File: src/common/evl_params.svh
// Constants for the event input and set point limiter block.
// Assumes inclusion by bare name from the package and the design files.
`ifndef EVL_PARAMS_SVH
`define EVL_PARAMS_SVH

`define EVL_NUM_INPUTS 6
`define EVL_CODE_W 4
`define EVL_VAL_W 16
`define EVL_INPUT_W 9
`define EVL_ADDR_W 8
`define EVL_DATA_W 32
`define EVL_ASSIGN_W 24
`define EVL_ALARM_COUNT 6
`define EVL_MSP_BITS 3
`define EVL_CNT_W 23

// Register byte offsets
`define EVL_OFS_ASSIGN 8'h00
`define EVL_OFS_CONFIG 8'h04
`define EVL_OFS_SP 8'h08
`define EVL_OFS_UPPER 8'h0c
`define EVL_OFS_LOWER 8'h10
`define EVL_OFS_INPUT 8'h14
`define EVL_OFS_SCALE_HI 8'h18
`define EVL_OFS_SCALE_LO 8'h1c
`define EVL_OFS_STATUS 8'h20
`define EVL_OFS_EVENTS 8'h24

// Config fields
`define EVL_CFG_DIRECT 0
`define EVL_CFG_HEAT_COOL 1
`define EVL_CFG_W 2

// Input function codes
`define EVL_CODE_NONE 4'h0
`define EVL_CODE_INVERT 4'h4
`define EVL_CODE_SP_SOURCE 4'h5
`define EVL_CODE_FULL_TUNE 4'h6
`define EVL_CODE_PART_TUNE 4'h7
`define EVL_CODE_LOCK 4'h8
`define EVL_CODE_COMM 4'h9
`define EVL_CODE_LATCH 4'ha
`define EVL_CODE_MSP0 4'hb
`define EVL_CODE_MSP1 4'hc
`define EVL_CODE_MSP2 4'hd

// Reset values
`define EVL_RST_UPPER 16'h0514
`define EVL_RST_LOWER 16'hff38
`define EVL_RST_SP 16'h0000
`define EVL_RST_INPUT 9'h000
`define EVL_RST_CONFIG 2'h0
`define EVL_RST_ASSIGN 24'h000000

// Input filter time
`define EVL_FILTER_MS 50
`define EVL_CLK_KHZ 125000
`define EVL_FILTER_CYCLES (`EVL_FILTER_MS * `EVL_CLK_KHZ)

`endif

File: src/common/evl_pkg.sv
// Types shared by the event input and set point limiter block.
// Assumes evl_params.svh is on the include path.
`include "evl_params.svh"
`default_nettype none

package evl_pkg;
    typedef logic signed [`EVL_VAL_W-1:0] evl_val_t;

    typedef enum logic [`EVL_CODE_W-1:0] {
        EVL_FN_NONE = `EVL_CODE_NONE,
        EVL_FN_INVERT = `EVL_CODE_INVERT,
        EVL_FN_SP_SOURCE = `EVL_CODE_SP_SOURCE,
        EVL_FN_FULL_TUNE = `EVL_CODE_FULL_TUNE,
        EVL_FN_PART_TUNE = `EVL_CODE_PART_TUNE,
        EVL_FN_LOCK = `EVL_CODE_LOCK,
        EVL_FN_COMM = `EVL_CODE_COMM,
        EVL_FN_LATCH = `EVL_CODE_LATCH,
        EVL_FN_MSP0 = `EVL_CODE_MSP0,
        EVL_FN_MSP1 = `EVL_CODE_MSP1,
        EVL_FN_MSP2 = `EVL_CODE_MSP2
    } evl_func_t;

    typedef evl_func_t [`EVL_NUM_INPUTS-1:0] evl_assign_t;

    typedef struct packed {
        logic [`EVL_MSP_BITS-1:0] sp_number;
        logic comm_write_enable;
        logic setting_lock;
        logic partial_tune_active;
        logic full_tune_active;
        logic action_direct;
        logic invert;
        logic remote;
    } evl_status_t;
endpackage

`default_nettype wire

File: src/common/evl_lim_if.sv
// Link between the register front end and the set point limiter.
// Assumes both ends share pclk; strobes are single-cycle.
`include "evl_params.svh"
`default_nettype none

interface evl_lim_if;
    import evl_pkg::*;
    logic wr_sp;
    logic wr_upper;
    logic wr_lower;
    logic rescale;
    evl_val_t wdata;
    evl_val_t range_hi;
    evl_val_t range_lo;
    evl_val_t sp;
    evl_val_t upper;
    evl_val_t lower;
    logic reject;

    modport ctrl (
        output wr_sp, wr_upper, wr_lower, rescale, wdata, range_hi, range_lo,
        input sp, upper, lower, reject
    );
    modport lim (
        input wr_sp, wr_upper, wr_lower, rescale, wdata, range_hi, range_lo,
        output sp, upper, lower, reject
    );
endinterface

`default_nettype wire

File: src/evl_top.sv
// Event input function mapping with APB registers and set point limiter.
// Assumes event inputs synchronous to pclk and an APB master on the bus.
//
// Overview of operation
// - An input assigned to action inversion flips the configured direct/reverse action while on.
// - An input assigned to set point source selects the remote set point while on, else local.
// - The remote set point indicator is on while remote set point mode is in effect.
// - An input assigned to full tuning starts the 100% run on turning on and cancels it on off.
// - An input assigned to partial tuning starts the 40% run on turning on and cancels it on off; it has no effect while the config heat/cool bit is set.
// - An input assigned to setting lock refuses setting changes while on.
// - An input assigned to comm write control enables communications writes only while on.
// - An input assigned to latch clearing clears all six alarm latches when it turns on.
// - Each of the six inputs has its own function assignment field.
// - A new set point is taken only when it lies within the lower and upper bounds.
// - A bound change that leaves the set point outside forces it to the violated bound.
// - A change of input type, unit or either scaling bound resets both bounds to the scale.
// - An input level change counts only after holding for 50 ms.
// - Set point number bits with no assigned input read as off.
//
// Added by the designer: the APB interface to the registers and the address map.
`include "evl_params.svh"
`default_nettype none

module evl_top #(
    parameter int FILTER_CYCLES = `EVL_FILTER_CYCLES
) (
    // Clock and reset
    input wire logic pclk,
    input wire logic presetn,
    // APB slave
    input wire logic psel,
    input wire logic penable,
    input wire logic pwrite,
    input wire logic [`EVL_ADDR_W-1:0] paddr,
    input wire logic [`EVL_DATA_W-1:0] pwdata,
    output logic [`EVL_DATA_W-1:0] prdata,
    output logic pready,
    output logic pslverr,
    // Event contacts
    input wire logic [`EVL_NUM_INPUTS-1:0] event_in,
    // Set point
    input wire evl_pkg::evl_val_t remote_sp_value,
    output evl_pkg::evl_val_t active_sp,
    output logic remote_sp_lamp,
    output logic [`EVL_MSP_BITS-1:0] sp_number,
    // Control functions
    output logic action_direct,
    output logic full_tune_start,
    output logic full_tune_cancel,
    output logic partial_tune_start,
    output logic partial_tune_cancel,
    output logic setting_lock,
    output logic comm_write_enable,
    output logic [`EVL_ALARM_COUNT-1:0] alarm_latch_clear
);
    import evl_pkg::*;

    logic [`EVL_NUM_INPUTS-1:0] ev_level;
    evl_assign_t input_function_assign;
    logic [`EVL_CFG_W-1:0] config_q;
    logic [`EVL_INPUT_W-1:0] input_q;
    evl_val_t scale_hi_q;
    evl_val_t scale_lo_q;
    logic rescale_q;
    logic full_q;
    logic part_q;
    logic latch_q;
    logic remote_q;
    logic invert_q;
    evl_status_t status;

    evl_lim_if lim ();

    evl_debounce #(
        .FILTER_CYCLES(FILTER_CYCLES)
    ) u_debounce (
        .pclk(pclk),
        .presetn(presetn),
        .raw(event_in),
        .level(ev_level)
    );

    evl_limiter u_limiter (
        .pclk(pclk),
        .presetn(presetn),
        .lk(lim)
    );

    // Level of one function over all inputs assigned to it
    function automatic logic func_on(input evl_assign_t asg,
                                     input logic [`EVL_NUM_INPUTS-1:0] lvl,
                                     input evl_func_t f);
        logic hit;
        hit = 1'b0;
        for (int i = 0; i < `EVL_NUM_INPUTS; i++) begin
            hit = hit | ((asg[i] == f) & lvl[i]);
        end
        return hit;
    endfunction

    logic invert_on;
    logic remote_on;
    logic full_on;
    logic part_on;
    logic lock_on;
    logic comm_on;
    logic latch_on;
    logic [`EVL_MSP_BITS-1:0] msp_on;

    assign invert_on = func_on(input_function_assign, ev_level, EVL_FN_INVERT);
    assign remote_on = func_on(input_function_assign, ev_level, EVL_FN_SP_SOURCE);
    assign full_on = func_on(input_function_assign, ev_level, EVL_FN_FULL_TUNE);
    assign part_on = func_on(input_function_assign, ev_level, EVL_FN_PART_TUNE)
                     & ~config_q[`EVL_CFG_HEAT_COOL];
    assign lock_on = func_on(input_function_assign, ev_level, EVL_FN_LOCK);
    assign comm_on = func_on(input_function_assign, ev_level, EVL_FN_COMM);
    assign latch_on = func_on(input_function_assign, ev_level, EVL_FN_LATCH);
    assign msp_on[0] = func_on(input_function_assign, ev_level, EVL_FN_MSP0);
    assign msp_on[1] = func_on(input_function_assign, ev_level, EVL_FN_MSP1);
    assign msp_on[2] = func_on(input_function_assign, ev_level, EVL_FN_MSP2);

    // APB decode
    logic setup;
    logic access;
    logic sel_assign;
    logic sel_config;
    logic sel_sp;
    logic sel_upper;
    logic sel_lower;
    logic sel_input;
    logic sel_scale_hi;
    logic sel_scale_lo;
    logic mapped;
    logic writable;
    logic scale_bad;
    logic wr_ok;
    logic commit;
    evl_val_t wval;
    logic [`EVL_DATA_W-1:0] rd_word;

    assign setup = psel & ~penable;
    assign access = psel & penable;
    assign pready = 1'b1;
    assign wval = pwdata[`EVL_VAL_W-1:0];

    always_comb begin
        sel_assign = 1'b0;
        sel_config = 1'b0;
        sel_sp = 1'b0;
        sel_upper = 1'b0;
        sel_lower = 1'b0;
        sel_input = 1'b0;
        sel_scale_hi = 1'b0;
        sel_scale_lo = 1'b0;
        mapped = 1'b1;
        if (paddr == `EVL_OFS_ASSIGN) begin
            sel_assign = 1'b1;
        end else if (paddr == `EVL_OFS_CONFIG) begin
            sel_config = 1'b1;
        end else if (paddr == `EVL_OFS_SP) begin
            sel_sp = 1'b1;
        end else if (paddr == `EVL_OFS_UPPER) begin
            sel_upper = 1'b1;
        end else if (paddr == `EVL_OFS_LOWER) begin
            sel_lower = 1'b1;
        end else if (paddr == `EVL_OFS_INPUT) begin
            sel_input = 1'b1;
        end else if (paddr == `EVL_OFS_SCALE_HI) begin
            sel_scale_hi = 1'b1;
        end else if (paddr == `EVL_OFS_SCALE_LO) begin
            sel_scale_lo = 1'b1;
        end else if (paddr != `EVL_OFS_STATUS && paddr != `EVL_OFS_EVENTS) begin
            mapped = 1'b0;
        end
    end

    assign writable = sel_assign | sel_config | sel_sp | sel_upper | sel_lower
                      | sel_input | sel_scale_hi | sel_scale_lo;
    assign scale_bad = (sel_scale_hi & (wval < scale_lo_q))
                       | (sel_scale_lo & (wval > scale_hi_q));
    assign wr_ok = access & pwrite & writable & ~setting_lock;
    assign commit = wr_ok & ~scale_bad & ~lim.reject;
    assign pslverr = access & (~mapped
                     | (pwrite & ~writable)
                     | (pwrite & writable & setting_lock)
                     | (pwrite & (scale_bad | lim.reject)));

    // Limiter strobes
    assign lim.wr_sp = wr_ok & sel_sp;
    assign lim.wr_upper = wr_ok & sel_upper;
    assign lim.wr_lower = wr_ok & sel_lower;
    assign lim.wdata = wval;
    assign lim.rescale = rescale_q;
    assign lim.range_hi = scale_hi_q;
    assign lim.range_lo = scale_lo_q;

    // Settings registers
    always_ff @(posedge pclk or negedge presetn) begin
        if (!presetn) begin
            input_function_assign <= evl_assign_t'(`EVL_RST_ASSIGN);
            config_q <= `EVL_RST_CONFIG;
            input_q <= `EVL_RST_INPUT;
            scale_hi_q <= `EVL_RST_UPPER;
            scale_lo_q <= `EVL_RST_LOWER;
        end else if (commit) begin
            if (sel_assign) begin
                input_function_assign <= evl_assign_t'(pwdata[`EVL_ASSIGN_W-1:0]);
            end
            if (sel_config) begin
                config_q <= pwdata[`EVL_CFG_W-1:0];
            end
            if (sel_input) begin
                input_q <= pwdata[`EVL_INPUT_W-1:0];
            end
            if (sel_scale_hi) begin
                scale_hi_q <= wval;
            end
            if (sel_scale_lo) begin
                scale_lo_q <= wval;
            end
        end
    end

    // Bound reset after a range change
    always_ff @(posedge pclk or negedge presetn) begin
        if (!presetn) begin
            rescale_q <= 1'b0;
        end else begin
            rescale_q <= commit & ((sel_input & (pwdata[`EVL_INPUT_W-1:0] != input_q))
                         | (sel_scale_hi & (wval != scale_hi_q))
                         | (sel_scale_lo & (wval != scale_lo_q)));
        end
    end

    // Read data
    always_comb begin
        status.remote = remote_q;
        status.invert = invert_q;
        status.action_direct = action_direct;
        status.full_tune_active = full_q;
        status.partial_tune_active = part_q;
        status.setting_lock = setting_lock;
        status.comm_write_enable = comm_write_enable;
        status.sp_number = sp_number;
        rd_word = '0;
        if (sel_assign) begin
            rd_word[`EVL_ASSIGN_W-1:0] = input_function_assign;
        end else if (sel_config) begin
            rd_word[`EVL_CFG_W-1:0] = config_q;
        end else if (sel_sp) begin
            rd_word[`EVL_VAL_W-1:0] = lim.sp;
        end else if (sel_upper) begin
            rd_word[`EVL_VAL_W-1:0] = lim.upper;
        end else if (sel_lower) begin
            rd_word[`EVL_VAL_W-1:0] = lim.lower;
        end else if (sel_input) begin
            rd_word[`EVL_INPUT_W-1:0] = input_q;
        end else if (sel_scale_hi) begin
            rd_word[`EVL_VAL_W-1:0] = scale_hi_q;
        end else if (sel_scale_lo) begin
            rd_word[`EVL_VAL_W-1:0] = scale_lo_q;
        end else if (paddr == `EVL_OFS_STATUS) begin
            rd_word[$bits(evl_status_t)-1:0] = status;
        end else if (paddr == `EVL_OFS_EVENTS) begin
            rd_word[`EVL_NUM_INPUTS-1:0] = ev_level;
        end
    end

    always_ff @(posedge pclk or negedge presetn) begin
        if (!presetn) begin
            prdata <= '0;
        end else if (setup & ~pwrite) begin
            prdata <= rd_word;
        end
    end

    // Function levels and edges
    always_ff @(posedge pclk or negedge presetn) begin
        if (!presetn) begin
            full_q <= 1'b0;
            part_q <= 1'b0;
            latch_q <= 1'b0;
            full_tune_start <= 1'b0;
            full_tune_cancel <= 1'b0;
            partial_tune_start <= 1'b0;
            partial_tune_cancel <= 1'b0;
            alarm_latch_clear <= '0;
        end else begin
            full_q <= full_on;
            part_q <= part_on;
            latch_q <= latch_on;
            full_tune_start <= full_on & ~full_q;
            full_tune_cancel <= ~full_on & full_q;
            partial_tune_start <= part_on & ~part_q;
            partial_tune_cancel <= ~part_on & part_q;
            alarm_latch_clear <= {`EVL_ALARM_COUNT{latch_on & ~latch_q}};
        end
    end

    // Level outputs
    always_ff @(posedge pclk or negedge presetn) begin
        if (!presetn) begin
            remote_q <= 1'b0;
            invert_q <= 1'b0;
            action_direct <= 1'b0;
            remote_sp_lamp <= 1'b0;
            active_sp <= `EVL_RST_SP;
            sp_number <= '0;
            setting_lock <= 1'b0;
            comm_write_enable <= 1'b0;
        end else begin
            remote_q <= remote_on;
            invert_q <= invert_on;
            action_direct <= config_q[`EVL_CFG_DIRECT] ^ invert_on;
            remote_sp_lamp <= remote_on;
            active_sp <= remote_on ? remote_sp_value : lim.sp;
            sp_number <= msp_on;
            setting_lock <= lock_on;
            comm_write_enable <= comm_on;
        end
    end
endmodule

`default_nettype wire

File: src/evl_debounce.sv
// Per-input filter: a level change is taken only after it has held steadily.
// Assumes raw inputs already synchronous to pclk.
`include "evl_params.svh"
`default_nettype none

module evl_debounce #(
    parameter int FILTER_CYCLES = `EVL_FILTER_CYCLES
) (
    // Clock and reset
    input wire logic pclk,
    input wire logic presetn,
    // Raw and filtered levels
    input wire logic [`EVL_NUM_INPUTS-1:0] raw,
    output logic [`EVL_NUM_INPUTS-1:0] level
);
    localparam logic [`EVL_CNT_W-1:0] LAST = `EVL_CNT_W'(FILTER_CYCLES - 1);

    logic [`EVL_CNT_W-1:0] cnt [`EVL_NUM_INPUTS];

    // Hold-time counters
    always_ff @(posedge pclk or negedge presetn) begin
        if (!presetn) begin
            level <= '0;
            for (int i = 0; i < `EVL_NUM_INPUTS; i++) begin
                cnt[i] <= '0;
            end
        end else begin
            for (int i = 0; i < `EVL_NUM_INPUTS; i++) begin
                if (raw[i] == level[i]) begin
                    cnt[i] <= '0;
                end else if (cnt[i] >= LAST) begin
                    level[i] <= raw[i];
                    cnt[i] <= '0;
                end else begin
                    cnt[i] <= cnt[i] + `EVL_CNT_W'(1);
                end
            end
        end
    end
endmodule

`default_nettype wire

File: src/evl_limiter.sv
// Set point limiter: holds the set point and its two bounds.
// Assumes at most one strobe per cycle; refused strobes change nothing.
`include "evl_params.svh"
`default_nettype none

module evl_limiter (
    // Clock and reset
    input wire logic pclk,
    input wire logic presetn,
    // Front end link
    evl_lim_if.lim lk
);
    import evl_pkg::*;

    evl_val_t next_sp;
    evl_val_t next_upper;
    evl_val_t next_lower;

    function automatic evl_val_t clamp(input evl_val_t v, input evl_val_t lo, input evl_val_t hi);
        if (v > hi) begin
            return hi;
        end else if (v < lo) begin
            return lo;
        end
        return v;
    endfunction

    // Acceptance and clamping
    always_comb begin
        lk.reject = 1'b0;
        next_upper = lk.upper;
        next_lower = lk.lower;
        next_sp = lk.sp;
        if (lk.rescale) begin
            next_upper = lk.range_hi;
            next_lower = lk.range_lo;
        end else if (lk.wr_upper) begin
            if (lk.wdata < lk.lower) begin
                lk.reject = 1'b1;
            end else begin
                next_upper = lk.wdata;
            end
        end else if (lk.wr_lower) begin
            if (lk.wdata > lk.upper) begin
                lk.reject = 1'b1;
            end else begin
                next_lower = lk.wdata;
            end
        end else if (lk.wr_sp) begin
            if (lk.wdata > lk.upper || lk.wdata < lk.lower) begin
                lk.reject = 1'b1;
            end else begin
                next_sp = lk.wdata;
            end
        end
        next_sp = clamp(next_sp, next_lower, next_upper);
    end

    // Stored values
    always_ff @(posedge pclk or negedge presetn) begin
        if (!presetn) begin
            lk.sp <= `EVL_RST_SP;
            lk.upper <= `EVL_RST_UPPER;
            lk.lower <= `EVL_RST_LOWER;
        end else begin
            lk.sp <= next_sp;
            lk.upper <= next_upper;
            lk.lower <= next_lower;
        end
    end
endmodule

`default_nettype wire

File: config.mk
export PLATFORM = sky130hd
export DESIGN_NAME = evl_top
export DESIGN_NICKNAME = d
export VERILOG_FILES = /design/src/common/evl_pkg.sv /design/src/common/evl_lim_if.sv /design/src/evl_top.sv /design/src/evl_debounce.sv /design/src/evl_limiter.sv
export VERILOG_INCLUDE_DIRS = /design/src /design/src/common
export SDC_FILE = /design/constraint.sdc
export NUM_CORES = 1
export LEC_CHECK = 0
export BUFFER_PORTS_ARGS = -buffer_cell sky130_fd_sc_hd__buf_2
export CORE_ASPECT_RATIO = 0.7
export CORE_UTILIZATION = 60
export CTS_CLUSTER_DIAMETER = 150
export DETAILED_ROUTE_END_ITERATION = 12
export PLACE_DENSITY = 0.8
export SETUP_SLACK_MARGIN = 0.2
export SLEW_MARGIN = 20
export SYNTH_ARGS = -nofsm -noshare
export SYNTH_HDL_FRONTEND = slang
export SYNTH_SLANG_ARGS = --single-unit
File: constraint.sdc
create_clock -name pclk -period 6.5 [get_ports pclk]
set_input_delay 1.3 -clock pclk [delete_from_list [all_inputs] [get_ports pclk]]
set_output_delay 1.3 -clock pclk [all_outputs]
set_load 0.03 [all_outputs]
==> results.cfg <==
[outcome]
outcome = complete, no violations

[critical_path]
worst_setup_path_end_kind = register
crit_path_start = pwdata[3]
r2r_start = u_limiter.lk.upper[4]
crit_path_start_kind = input port
cp_data_required_time_ns = 6.96
crit_type = in2reg
critPathMaxFanout = 13
arrival_ns = 6.52

[timing]
hold_viol = 0
fmax_mhz = 165
slew_viol_final = 0
max_slew.worst_pin.slew_ns = 1.04
setup_viol = 0
setup_slack_ns = 0.441
rsz0062_at_grt = no
skew_ns = 0.0195
fin_crit_sh_pct = 93.2
slew_headroom_pct = 30.7
hold_slack_ns = 0.426
period_needed_ns = 6.06

[yosys]
async_flop_share_pct = 100
avgSynthCellArea_um2 = 9.55
synthTopCellsByArea = dfrtp_1 (39%), ha_1 (6.9%), nor2_1 (5.0%)
yosysWarnings = 0
synth_edf_count = 0
synth-main-ff-cell = dfrtp_1
synth-seq-cells = 316
yosysTopAreaCell = dfrtp_1
ys_seq_area_share_pct = 43.7
ys_types = 76
synth_top_area_share_pct = 39.3
netlist_instances = 1904
synth_area_um2 = 18200

[cells_and_area]
fill_cells = 2222
stdcell_count = 2465
multi_input_area_um2 = 9460
synthToLayoutAreaGrowth_pct = 13.0
drive_gt1_share_pct = 17.7
nets = 2203
seqCellArea_um2 = 7950

[flow_run]
cap_viol_max_count = 0

[worst_hold_path]
min_path_type = reg2reg
min-delay-start = latch_q

[place]
gp_congestion = 0.980
place_ws_ns = -0.0154
dp_hpwl_mm = 37.2
port_buffers = 116
dp.cells = 2408

[global_route]
overflow = 0
grt_pass1_wl_mm = 80.9
grt_pass1_vias = 14800
grtUsageTotal_pct = 33.2
grt_start_max_net_pins = 157
antenna_found_initial = 3

[power_and_ir_drop]
peakVddDrop_mv = 0.245
p_switching_uw = 1520
seq_power_share_pct = 42.0
clockPowerShare_pct = 37.7
p_per_area_nw_per_um2 = 249
intPower_uw = 3600
switching_share_pct = 29.7
combPwrFrac_pct = 20.3
finalPower_uw = 5120
leakage_uw = 0.00966

[clock_network]
cts_num_sinks = 316
ctsRootBufferMaster = clkbuf_16
cts_buffer_depth = 3
cts-htree-levels = 1
numCtsBuffers = 31
cts_tree = built
clk_pin_slew_ns = 0.07
clk_latency_ns = 0.59

[drt]
via_per_inst = 6.14
wl_per_cell_um = 20.5
drc = 0
via_count = 15100
drt.antenna.violating_nets = 0
drt-total-wl_mm = 50.6
drt_iter0_markers = 1600
first_pass_iters = 5

[floorplan]
initial_core_util_pct = 62.0
die_h_um = 148
rows = 52
io_pins = 134
fp.dieW_um = 210
die-area_um2 = 31000
fp.coreArea_um2 = 29300
==> power groups by stage <==
stage	combinational [µW]	sequential, µW	clock (µW)
after global routing	1130	2160	2030
after floorplan	586	2240	0
after global placement	976	2180	0
after CTS	1030	2150	1950
final	1040	2150	1930
after detailed placement	1010	2190	0
==> stage by stage <==
step / setup TNS, ns / utilization [%] / instance area, µm²
after floorplan: 0 / - / 18200
after global placement: 0 / 66.3 / 19400
after detailed placement: -0.0420 / 66.3 / 19400
after CTS: 0 / 70.0 / 20500
after global routing: 0 / 70.1 / 20600
final: 0 / 70.1 / 20600
==> cell usage after synthesis (11+ instances only) <==
master,instances
xnor2_1,54
nor2b_1,16
and4_1,12
a221oi_1,17
clkbuf_1,62
nand4_1,53
nand2_1,186
nand3_1,59
nor4_1,11
a31oi_1,21
mux2_1,33
nand2b_1,14
mux2i_1,34
buf_4,15
a21o_1,25
dfstp_2,30
o21a_1,25
mux2_2,66
inv_1,116
ha_1,100
nor3_1,26
nor2_1,240
dfrtp_1,286
xor2_1,81
and3_1,23
a21oi_1,42
o21ai_0,78
==> registers in the layout (all words and copies together), names as in the netlist, 2 cells and up <==
name                   count
u_limiter.lk.sp           16
u_debounce.level           6
prdata                    24
u_limiter.lk.lower        16
sp_number                  3
lim.range_lo              16
lim.range_hi              16
u_limiter.lk.upper        16
config_q                   2
input_q                    9
active_sp                 16
u_debounce.cnt           138
input_function_assign     24
==> final timing paths <==
path	slack [ns]	endpoint	cells past startpoint
worst max-delay path	0.44	u_limiter.lk.sp[12]	23
worst min-delay path	0.43	alarm_latch_clear[0]	1
worst max register to register	0.82	u_limiter.lk.sp[12]	23
worst min register to register	0.43	alarm_latch_clear[0]	1
max in group asynchronous	4.39	input_q[4]	2
min in group asynchronous	0.75	active_sp[11]	1
==> worst max-delay path, cell delays in order <==
cell and delay, ns:
buf_2 0.15, ha_1 0.36, a21oi_1 0.28, a2111oi_1 0.14, buf_4 0.15, or4b_1 0.56
and2_1 0.23, nand4_1 0.15, buf_4 0.20, mux2_1 0.37, ha_1 0.32, a21o_1 0.21
a21o_1 0.19, a211oi_1 0.25, buf_4 0.17, o311a_1 0.14, o21ai_0 0.14, or2_2 0.33
buf_4 0.15, o41ai_2 0.19, buf_4 0.27, or3b_2 0.17, o311ai_2 0.10
==> cells by family (layout without fill, tap and decap cells) <==
logic type	count (synthesis)	in the layout	synth area share [%]
XOR/XNOR	135	135	6.50
buffers and inverters	208	356	4.71
other	2	10	0.0413
AND/OR/NAND/NOR	708	708	18.8
AO/OA/AOI/OAI	302	302	11.4
flip-flops	316	316	43.7
adder cells (fa/ha/maj)	100	100	6.88
multiplexers	133	133	8.00
==> timing repair <==
action / CTS / global route
buffers inserted: 0 / 0
setup endpoints to repair: 0 / 15
hold buffers: 0 / 0
gates resized for setup: 0 / 4
==> placed cells by master (no fill, tap or decap), types with 12 or more instances in the layout <==
cell type	Yosys	final
dfrtp_1	286	285
clkbuf_16	0	31
nand2_1	186	186
a221oi_1	17	16
nand3_1	59	58
nor3_1	26	24
nor2b_1	16	15
nand4_1	53	53
buf_2	10	115
buf_4	15	66
inv_1	116	116
a21o_1	25	25
dfstp_2	30	30
o21a_1	25	25
o21ai_0	78	78
and3_1	23	23
xor2_1	81	81
mux2_1	33	33
nand2b_1	14	14
nor2_1	240	240
mux2_2	66	66
ha_1	100	100
and4_1	12	12
a31oi_1	21	21
xnor2_1	54	54
a21oi_1	42	42
mux2i_1	34	33
==> final cells by class <==
cell class,count,share of cell area [%]
multi-input cells,1387,46.0
flip-flops and latches,316,38.7
repair buffers,184,5.48
clock buffers,40,4.33
well taps,405,2.46
inverters,116,2.12
clock inverters,16,0.956
diodes,1,0.0122
==> metal layers <==
layer	GRT usage [%]	up-vias	routed length, µm
li1	-	6919	-
met1	49.1	7457	22700
met2	49.4	676	21900
met3	7.44	89	4900
met4	8.39	2	1150
met5	0	-	11
(Power assumes the default switching activity.)
